`src/common/npw_map.svh`:
```
/*
 * Constants of the nonvolatile potentiometer controller: address prefix,
 * wiper register addresses, power-up wiper value and timing.
 * Assumes a 50 MHz system clock.
 */
`ifndef NPW_MAP_SVH
`define NPW_MAP_SVH
`define NPW_DEV_PREFIX 6'h28
`define NPW_POT1_ADDR 8'hF8
`define NPW_POT0_ADDR 8'hF9
`define NPW_POT2_ADDR 8'hFA
`define NPW_WIPER_DEFAULT 7'h7F
`define NPW_POS_MASK 8'h7F
`define NPW_PAGE_BYTES 8
`define NPW_CLK_HZ 50000000
`define NPW_PROG_TIME_MS 10
`define NPW_PROG_CYCLES ((`NPW_PROG_TIME_MS * `NPW_CLK_HZ) / 1000)
`define NPW_LOAD_CYCLES 4
`endif

```
`src/common/npw_pkg.sv`:
```
/*
 * Shared types of the nonvolatile potentiometer controller.
 * Assumes the constants header npw_map.svh is available on the include path.
 */
package npw_pkg;
    typedef enum logic [3:0] {
        NPW_LOAD,
        NPW_IDLE,
        NPW_DEVADR,
        NPW_ACK_DEV,
        NPW_MEMADR,
        NPW_ACK_MEM,
        NPW_WDATA,
        NPW_ACK_DATA,
        NPW_RDATA,
        NPW_RACK,
        NPW_SKIP
    } npw_state_t;
endpackage

```
`src/logic/npw_nv_store.sv`:
```
/*
 * Nonvolatile wiper store: three seven-bit cells with a timed program cycle.
 * Assumes the controller raises prog_start_i only while busy_o is low.
 */
`timescale 1ns/10ps
`include "npw_map.svh"
module npw_nv_store #(
    parameter int PROG_CYCLES = `NPW_PROG_CYCLES
) (
    input wire logic clk_i,
    input wire logic rst_i,
    input wire logic prog_start_i,
    input wire logic [2:0] prog_sel_i,
    input wire logic [20:0] prog_data_i,
    output logic busy_o,
    output logic [20:0] cells_o
);
    // cells get the factory value only at first power-up, never from rst_i
    logic [20:0] cells = {3{`NPW_WIPER_DEFAULT}};
    logic [20:0] next_cells;
    logic [31:0] cnt;
    logic [31:0] next_cnt;
    logic [2:0] sel;
    logic [2:0] next_sel;
    logic [20:0] data;
    logic [20:0] next_data;

    // ************************************************
    // program timer; cells model eeprom, so reset keeps them
    // ************************************************
    always_comb begin
        next_cells = cells;
        next_cnt = cnt;
        next_sel = sel;
        next_data = data;
        if (prog_start_i && cnt == 32'h0) begin
            next_cnt = 32'(PROG_CYCLES);
            next_sel = prog_sel_i;
            next_data = prog_data_i;
        end else if (cnt == 32'h1) begin
            next_cnt = 32'h0;
            for (int i = 0; i < 3; i++) begin
                if (sel[i]) begin
                    next_cells[i*7 +: 7] = data[i*7 +: 7];
                end
            end
        end else if (cnt != 32'h0) begin
            next_cnt = cnt - 32'h1;
        end
    end

    // cell update is not gated by reset, so stored settings survive it
    always_ff @(posedge clk_i) begin
        cells <= next_cells;
        if (rst_i) begin
            cnt <= 32'h0;
            sel <= 3'h0;
            data <= 21'h0;
        end else begin
            cnt <= next_cnt;
            sel <= next_sel;
            data <= next_data;
        end
    end

    assign busy_o = (cnt != 32'h0);
    assign cells_o = cells;
endmodule

```
`src/logic/npw_ctrl.sv`:
```
/*
 * Two-wire slave controller of a triple nonvolatile potentiometer, with
 * write protect, page writes, reads and a timed nonvolatile program cycle.
 * Assumes scl/sda inputs are already synchronous and glitch free.
 */
`timescale 1ns/10ps
`include "npw_map.svh"
module npw_ctrl
    import npw_pkg::*;
#(
    parameter int PROG_CYCLES = `NPW_PROG_CYCLES
) (
    input wire logic clk_i,
    input wire logic rst_i,
    input wire logic scl_i,
    input wire logic sda_i,
    output logic sda_o,
    output logic sda_oe_n_o,
    input wire logic bus_address_strap_i,
    input wire logic write_protect_i,
    output logic [6:0] wiper0_o,
    output logic [6:0] wiper1_o,
    output logic [6:0] wiper2_o,
    output logic nv_busy_o
);
    npw_state_t state;
    npw_state_t next_state;
    logic scl_d;
    logic sda_d;
    logic [7:0] shreg;
    logic [7:0] next_shreg;
    logic [3:0] bitcnt;
    logic [3:0] next_bitcnt;
    logic [7:0] addr;
    logic [7:0] next_addr;
    logic [20:0] pend;
    logic [20:0] next_pend;
    logic [2:0] dirty;
    logic [2:0] next_dirty;
    logic drive_low;
    logic next_drive_low;
    logic [2:0] ldcnt;
    logic [2:0] next_ldcnt;
    logic [20:0] wipers;
    logic [20:0] next_wipers;
    logic prog_start;
    logic busy;
    logic [20:0] cells;
    logic start_c;
    logic stop_c;
    logic scl_rise;
    logic scl_fall;

    // maps a register address to its wiper slot; 3 means none
    function automatic logic [1:0] slot(input logic [7:0] a);
        if (a == `NPW_POT0_ADDR) begin
            slot = 2'd0;
        end else if (a == `NPW_POT1_ADDR) begin
            slot = 2'd1;
        end else if (a == `NPW_POT2_ADDR) begin
            slot = 2'd2;
        end else begin
            slot = 2'd3;
        end
    endfunction

    // advance inside the eight-byte page
    function automatic logic [7:0] page_next(input logic [7:0] a);
        page_next = {a[7:3], a[2:0] + 3'h1};
    endfunction

    npw_nv_store #(
        .PROG_CYCLES(PROG_CYCLES)
    ) u_store (
        .clk_i(clk_i),
        .rst_i(rst_i),
        .prog_start_i(prog_start),
        .prog_sel_i(dirty),
        .prog_data_i(pend),
        .busy_o(busy),
        .cells_o(cells)
    );

    // ************************************************
    // bus condition detection
    // ************************************************
    assign start_c = scl_i && scl_d && sda_d && !sda_i;
    assign stop_c = scl_i && scl_d && !sda_d && sda_i;
    assign scl_rise = scl_i && !scl_d;
    assign scl_fall = !scl_i && scl_d;
    // program request fires on stop with pending data
    assign prog_start = stop_c && (dirty != 3'h0) && !busy;

    // ************************************************
    // protocol engine
    // ************************************************
    always_comb begin
        logic [1:0] s;
        logic [7:0] rd;
        s = slot(addr);
        rd = (s == 2'd3) ? 8'h00 : {1'b0, wipers[s*7 +: 7]};
        next_state = state;
        next_shreg = shreg;
        next_bitcnt = bitcnt;
        next_addr = addr;
        next_pend = pend;
        next_dirty = dirty;
        next_drive_low = drive_low;
        next_ldcnt = ldcnt;
        next_wipers = wipers;
        if (state == NPW_LOAD) begin
            next_wipers = cells;
            next_pend = cells;
            next_ldcnt = ldcnt + 3'h1;
            if (ldcnt == 3'(`NPW_LOAD_CYCLES - 1)) begin
                next_state = NPW_IDLE;
            end
        end else if (busy) begin
            // inputs disabled while programming
            next_state = NPW_IDLE;
            next_drive_low = 1'b0;
            next_dirty = 3'h0;
            next_wipers = cells;
            next_pend = cells;
        end else if (stop_c) begin
            next_state = NPW_IDLE;
            next_drive_low = 1'b0;
            next_dirty = 3'h0; // handed to the store this cycle
        end else if (start_c) begin
            next_state = NPW_DEVADR;
            next_bitcnt = 4'h0;
            next_drive_low = 1'b0;
            next_pend = wipers; // uncommitted data dropped on restart
            next_dirty = 3'h0;
        end else begin
            case (state)
                NPW_DEVADR, NPW_MEMADR, NPW_WDATA: begin
                    if (scl_rise) begin
                        next_shreg = {shreg[6:0], sda_i}; // msb first
                        next_bitcnt = bitcnt + 4'h1;
                    end
                    if (scl_fall && bitcnt == 4'h8) begin
                        next_bitcnt = 4'h0;
                        if (state == NPW_DEVADR) begin
                            if (shreg[7:1] == {`NPW_DEV_PREFIX, bus_address_strap_i}) begin
                                next_state = NPW_ACK_DEV;
                                next_drive_low = 1'b1;
                            end else begin
                                next_state = NPW_SKIP;
                            end
                        end else if (state == NPW_MEMADR) begin
                            next_addr = shreg;
                            next_state = NPW_ACK_MEM;
                            next_drive_low = 1'b1;
                        end else begin
                            // write protect low required; high or open locks
                            if (!write_protect_i && s != 2'd3) begin
                                next_pend[s*7 +: 7] = 7'(shreg & `NPW_POS_MASK);
                                next_dirty[s] = 1'b1;
                            end
                            next_addr = page_next(addr);
                            next_state = NPW_ACK_DATA;
                            next_drive_low = 1'b1;
                        end
                    end
                end
                NPW_ACK_DEV, NPW_ACK_MEM, NPW_ACK_DATA: begin
                    if (scl_fall) begin
                        next_drive_low = 1'b0;
                        if (state == NPW_ACK_DEV && shreg[0]) begin
                            next_state = NPW_RDATA;
                            next_shreg = rd;
                            next_drive_low = !rd[7];
                            next_bitcnt = 4'h1;
                        end else if (state == NPW_ACK_DEV) begin
                            next_state = NPW_MEMADR;
                        end else begin
                            next_state = NPW_WDATA;
                        end
                    end
                end
                NPW_RDATA: begin
                    if (scl_fall) begin
                        if (bitcnt == 4'h8) begin
                            next_state = NPW_RACK;
                            next_drive_low = 1'b0;
                            next_addr = addr + 8'h01; // wraps at ff
                        end else begin
                            next_shreg = {shreg[6:0], 1'b0};
                            next_drive_low = !shreg[6];
                            next_bitcnt = bitcnt + 4'h1;
                        end
                    end
                end
                NPW_RACK: begin
                    if (scl_rise) begin
                        next_shreg = {7'h0, sda_i};
                    end
                    if (scl_fall) begin
                        if (!shreg[0]) begin
                            next_state = NPW_RDATA;
                            next_shreg = rd;
                            next_drive_low = !rd[7];
                            next_bitcnt = 4'h1;
                        end else begin
                            next_state = NPW_SKIP;
                        end
                    end
                end
                NPW_IDLE: begin
                    // cells change on the last busy edge, so copy them once idle
                    next_wipers = cells;
                    next_pend = cells;
                end
                default: begin
                end
            endcase
        end
    end

    always_ff @(posedge clk_i) begin
        if (rst_i) begin
            state <= NPW_LOAD;
            scl_d <= 1'b1;
            sda_d <= 1'b1;
            shreg <= 8'h00;
            bitcnt <= 4'h0;
            addr <= 8'h00;
            pend <= 21'h0;
            dirty <= 3'h0;
            drive_low <= 1'b0;
            ldcnt <= 3'h0;
            wipers <= 21'h0;
        end else begin
            state <= next_state;
            scl_d <= scl_i;
            sda_d <= sda_i;
            shreg <= next_shreg;
            bitcnt <= next_bitcnt;
            addr <= next_addr;
            pend <= next_pend;
            dirty <= next_dirty;
            drive_low <= next_drive_low;
            ldcnt <= next_ldcnt;
            wipers <= next_wipers;
        end
    end

    // open drain: enable low means pulling sda low
    assign sda_o = 1'b0;
    assign sda_oe_n_o = !drive_low;
    assign wiper0_o = wipers[6:0];
    assign wiper1_o = wipers[13:7];
    assign wiper2_o = wipers[20:14];
    assign nv_busy_o = busy;
endmodule

```
`config.mk`:
```
export PLATFORM = sky130hd
export DESIGN_NAME = npw_ctrl
export DESIGN_NICKNAME = d
export VERILOG_FILES = /design/src/common/npw_pkg.sv /design/src/logic/npw_nv_store.sv /design/src/logic/npw_ctrl.sv
export VERILOG_INCLUDE_DIRS = /design/src /design/src/common
export SDC_FILE = /design/constraint.sdc
export NUM_CORES = 1
export LEC_CHECK = 0
export BUFFER_PORTS_ARGS = -buffer_cell sky130_fd_sc_hd__buf_2
export CAP_MARGIN = 20
export CORE_UTILIZATION = 52
export DETAILED_ROUTE_END_ITERATION = 10
export PLACE_DENSITY = 0.77
export SLEW_MARGIN = 20
export SYNTH_ARGS = -nofsm -noshare
export SYNTH_HDL_FRONTEND = slang
export SYNTH_SLANG_ARGS = --single-unit
```
`constraint.sdc`:
```
create_clock -name clk_i -period 6.1 [get_ports clk_i]
set_clock_uncertainty 0.05 [all_clocks]
set_input_delay 1.22 -clock clk_i [delete_from_list [all_inputs] [get_ports clk_i]]
set_output_delay 1.22 -clock clk_i [all_outputs]
set_load 0.05 [all_outputs]
```
Word-level counts from Yosys, hierarchy flattened
Index checks and enable logic that the tools add are counted.

word-level totals
  bits in registers = 152
  input port bits = 6
  word-level logic and storage cells = 231

operators by class
  add/subtract/negate cells = 6
  $mul = 1
  $lt $le $gt $ge = 2
  equality and inequality tests = 54
  shift operators = 3
  muxes and demuxes = 87
  bitwise logic cells = 6
  reductions and logical operators = 53

operators with widths
  operator                                                                  number
  21-bit two-way mux                                                        13
  8-bit two-way mux                                                         13
  4-bit two-way mux                                                         22
  19-bit two-way mux                                                        3
  5-bit inequality test (second input constant)                             9
  21-bit one-hot mux with 2 select lines                                    1
  6-bit inequality test (second input constant)                             6
  5-bit negation with 34-bit output                                         1
  7-bit by 34-bit variable shift with 21-bit output (first input constant)  1
  7-bit by 34-bit variable part select with 21-bit output                   1
  32-bit by 1-bit equality test with 1-bit output (second input constant)   1
  32-bit zero test                                                          1
  4-bit one-hot mux with 4 select lines                                     2
  8-bit one-hot mux with 4 select lines                                     1
  32-bit nonzero test                                                       1
  32-bit by 1-bit subtractor with 32-bit output (second input constant)     1
  8-bit equality test (second input constant)                               3
  3-bit two-way mux                                                         8
  21-bit bitwise mux                                                        1
  21-bit by 6-bit variable part select with 7-bit output                    1
  2-bit inequality test (second input constant)                             10
  10-bit AND reduction                                                      2
  3-bit inequality test (second input constant)                             6
  4-bit by 3-bit equality test with 1-bit output (second input constant)    4
  other kinds (40)                                                          100

Longest topological paths before layout
  depth in word-level cells = 17
  gate-level depth with buffers = 13
  mapped depth without buffers = 12

By module
From an unflattened synthesis, not the netlist that was laid out.

second synthesis, totals
  cells, all modules = 942
  area total of the unflattened synthesis = 7,821.3 µm²

modules (own cells, without submodules)
  module        instances  cells an instance  area each (µm²)  sequential area each (µm²)
  npw_ctrl      1          603                4,499.3          1,501.4
  npw_nv_store  1          339                3,321.9          1,751.7

Worst setup path after synthesis
No wires, ideal clock.

  kind = reg-to-output
  from = register u_store.cnt[0]
  to = output port nv_busy_o
  arrival = 2.055 ns
  data required time = 4.830 ns
  setup slack = 2.775 ns
  cell stages (with the launch flop) = 9
  buffers on the path = 2
  cells stage by stage = dfxtp_1 -> inv_1 -> ha_1 -> nor4b_2 -> nand4_2 -> nor3_4 -> inv_2 -> clkbuf_1 -> buf_1

between the ends
  longest elaborated chain between the ends = 1

RTL lines
  item                    RTL line            source
  start, declared         npw_nv_store.sv:21  logic [31:0] cnt;
  start signal, assigned  npw_nv_store.sv:60  cnt <= next_cnt;
  32-bit nonzero test     npw_nv_store.sv:66  assign busy_o = (cnt != 32'h0);
  end, declared           npw_ctrl.sv:24      output logic nv_busy_o

Every way passes these cells.

Worst setup path in the final report
Same ends and word-level chain as after synthesis.

==> results.txt <==
Post-detail-place hpwl: 13.8 mm
Starting Density: 0.536
Hold buffers post-CTS: 0
Final worst path period share: 0.714
Post-synth ARST share: 0
Period minus WS final: 4360 ps
H-tree depth: 4
Yosys top cell area share: 0.334
Number of max-cap violations: 0
Filler Cells Inserted: 1,318
Total of cells resized after clock tree synthesis: 0
Crit-path leading delay family: simple AND/OR/NAND/NOR gates
Clock Latency Late Sink: 430 ps
Worst Path Buf+Inv: 3
# setup viols final: 0
#FFs+latches synth: 152
Headroom to the max-slew limit: 0.246
Final Non-Filler Cells: 1,158
Gr usage total: 0.270
Cell variety after synth: 77
CP max stage delay: 640 ps
Io pins: 30
Post-synthesis average cell area: 8.07 um^2
Detail Route Antenna Nets: 0
Critical Path Source Type: register
Critical path type: reg -> out
Min-Delay Path Class: reg -> reg
Post-Syn Nets: 993
Cell count after synthesis: 972
Finished Core Util: 0.589
Total power: 0.00344 W
Root buf cell: clkbuf_16
Routability congestion estimate: 0.900
Maximum vdd ir drop: 258 uV
Vias in the first global route: 6,549
Outcome: finished, violations left
Placed instance count: 1,126
Via density: 6.26
Clock Tree Buf Depth: 2
# DRC: 3
Number of enable flip-flop cells after synthesis: 21
FMAX: 230 MHz
# Post-CTS Setup Buffers: 0
Slew at the pin closest to its max-slew limit: 1120 ps
Die Span Y: 125 um
Worst-path cell with the longest stage delay: nor3_4
Critical Path AT: 3090 ps
Layout cell share with drive strength beyond 1: 0.0986
Critical Path RT: 4830 ps
Synth top area cells: dfxtp_1 (33%), edfxtp_1 (8.0%), nand2_1 (7.6%), a21oi_1 (7.5%), nor2_1 (4.0%)
DP Worst Slack: 2050 ps
Post-DR wirelength/cell: 18.0 um
Largest net degree at the start of global routing: 100
Failing checks: design-rule violations
Drt first pass iters: 9
Overflow after GRT: 0
Drt initial violations: 942
RSZ-0062 raised after global routing: false
WL final: 20.8 mm
Area delta synth->final: 9.92%
PortBufs: 28
Rows: 44
Slew Viols, Final: 0
CTS tree: yes
Initial antenna violation count: 0
Final hold violations: 0
Critical Path, Cell by Cell: inv_1 > ha_1 > nor4b_2 > nand4_2 > nor3_4 > inv_2 > buf_2
Most common cell after layout, fill and taps aside: nand2_1
DR vias: 7,251
Setup TNS Final: 0 ps
Number of clock buffers inserted by TritonCTS: 17
Most frequent cells in the layout: nand2_1 (159), dfxtp_1 (131), a21oi_1 (117)
Core Box Area: 0.0146 mm^2
N_diodes: 0
Warnings, synthesis: 0
Sequential fraction of the synthesis area: 0.415
Ys flop type: dfxtp_1
Die W: 125 um
Clock Sinks: 152
PD cells: 399 mW/mm^2
Critical path endpoint category: output port
Leak: 2.98 nW
Yosys top cell by area: dfxtp_1
CP Max Fanout: 24
First-pass GRT wire length: 33.8 mm
DIE AREA: 0.0156 mm^2
Clock-pin slew on the worst setup and hold paths: 70 ps
Synthesized cell area: 0.00785 mm^2
Total Nets Final: 982
Setup ws final: 1740 ps
logic make-up after synthesis:
logic type | count (synthesis) | share of synthesized area
buffers and inverters | 94 | 0.0461
XOR/XNOR | 31 | 0.0346
flip-flops | 152 | 0.415
AO/OA/AOI/OAI | 258 | 0.204
AND/OR/NAND/NOR | 418 | 0.272
multiplexers | 3 | 0.00399
adder cells (fa/ha/maj) | 15 | 0.0239
other | 1 | 0.000478
metrics by stage:
step,instance area [um^2],hold WS (ps)
4_1_cts,8600,378
2_1_floorplan,7850,358
5_1_grt,8630,386
3_5_place_dp,8030,362
3_3_place_gp,8030,359
6_report,8630,378
registers in the layout (all words and copies together), names as in the netlist:
signal,count
bitcnt,4
shreg,8
u_store.data,21
u_store.cells_o,21
wipers,21
scl_d,1
drive_low,1
u_store.cnt,32
dirty,3
state,4
u_store.sel,3
pend,21
addr,8
ldcnt,3
sda_d,1
worst paths after layout:
path | startpoint | end | slack [ps] | cells past startpoint
worst min register to register | u_store.data[3]$_SDFFE_PP0P_ | u_store.cells_o[3]$_DFFE_PP_ | 380 | 0
worst max register to register | addr[0]$_SDFFE_PP0P_ | pend[20]$_SDFFE_PP0P_ | 2350 | 12
worst max-delay path | u_store.cnt[0]$_SDFFE_PP0N_ | nv_busy_o | 1740 | 7
worst min-delay path | u_store.data[3]$_SDFFE_PP0P_ | u_store.cells_o[3]$_DFFE_PP_ | 380 | 0
layer usage:
metal | routed length, um | track usage | vias to the layer above
met5 | 0 | 0 | -
met4 | 469 | 0.0875 | 0
met3 | 1630 | 0.0563 | 43
met2 | 9250 | 0.414 | 349
met1 | 9490 | 0.379 | 3389
li1 | - | - | 3470
power by group:
part	total [W]	switching (W)	leakage, nW	internal (W)
Sequential	0.00123	0.000119	1.30	0.00111
Combinational	0.00119	0.000780	1.39	0.000406
Clock	0.00102	0.000455	0.281	0.000568
Total	0.00344	0.00135	2.98	0.00209
cell usage after synthesis (6+ instances only):
cell type,n
a211o_1,6
a211oi_1,13
a21oi_1,117
a221oi_1,13
a31oi_1,11
and2_1,8
and3_1,6
buf_1,6
clkbuf_1,54
dfxtp_1,131
edfxtp_1,21
ha_1,15
inv_1,26
nand2_1,159
nand2b_1,8
nand3_1,20
nand4_1,21
nand4b_1,6
nor2_1,83
nor2b_1,17
nor3_1,24
nor4_1,12
o21ai_0,37
o31ai_1,8
or3_1,8
or4_1,6
xnor2_1,14
xor2_1,17
final cells by class:
type	instances	area, um^2	area share
Tap cell	184	230	0.0267
Timing Repair Buffer	35	195	0.0226
Multi-Input combinational cell	726	4270	0.494
Clock inverter	12	105	0.0122
Inverter	29	109	0.0126
Sequential cell	152	3250	0.377
Clock buffer	20	468	0.0543
(Power assumes the default switching activity.)
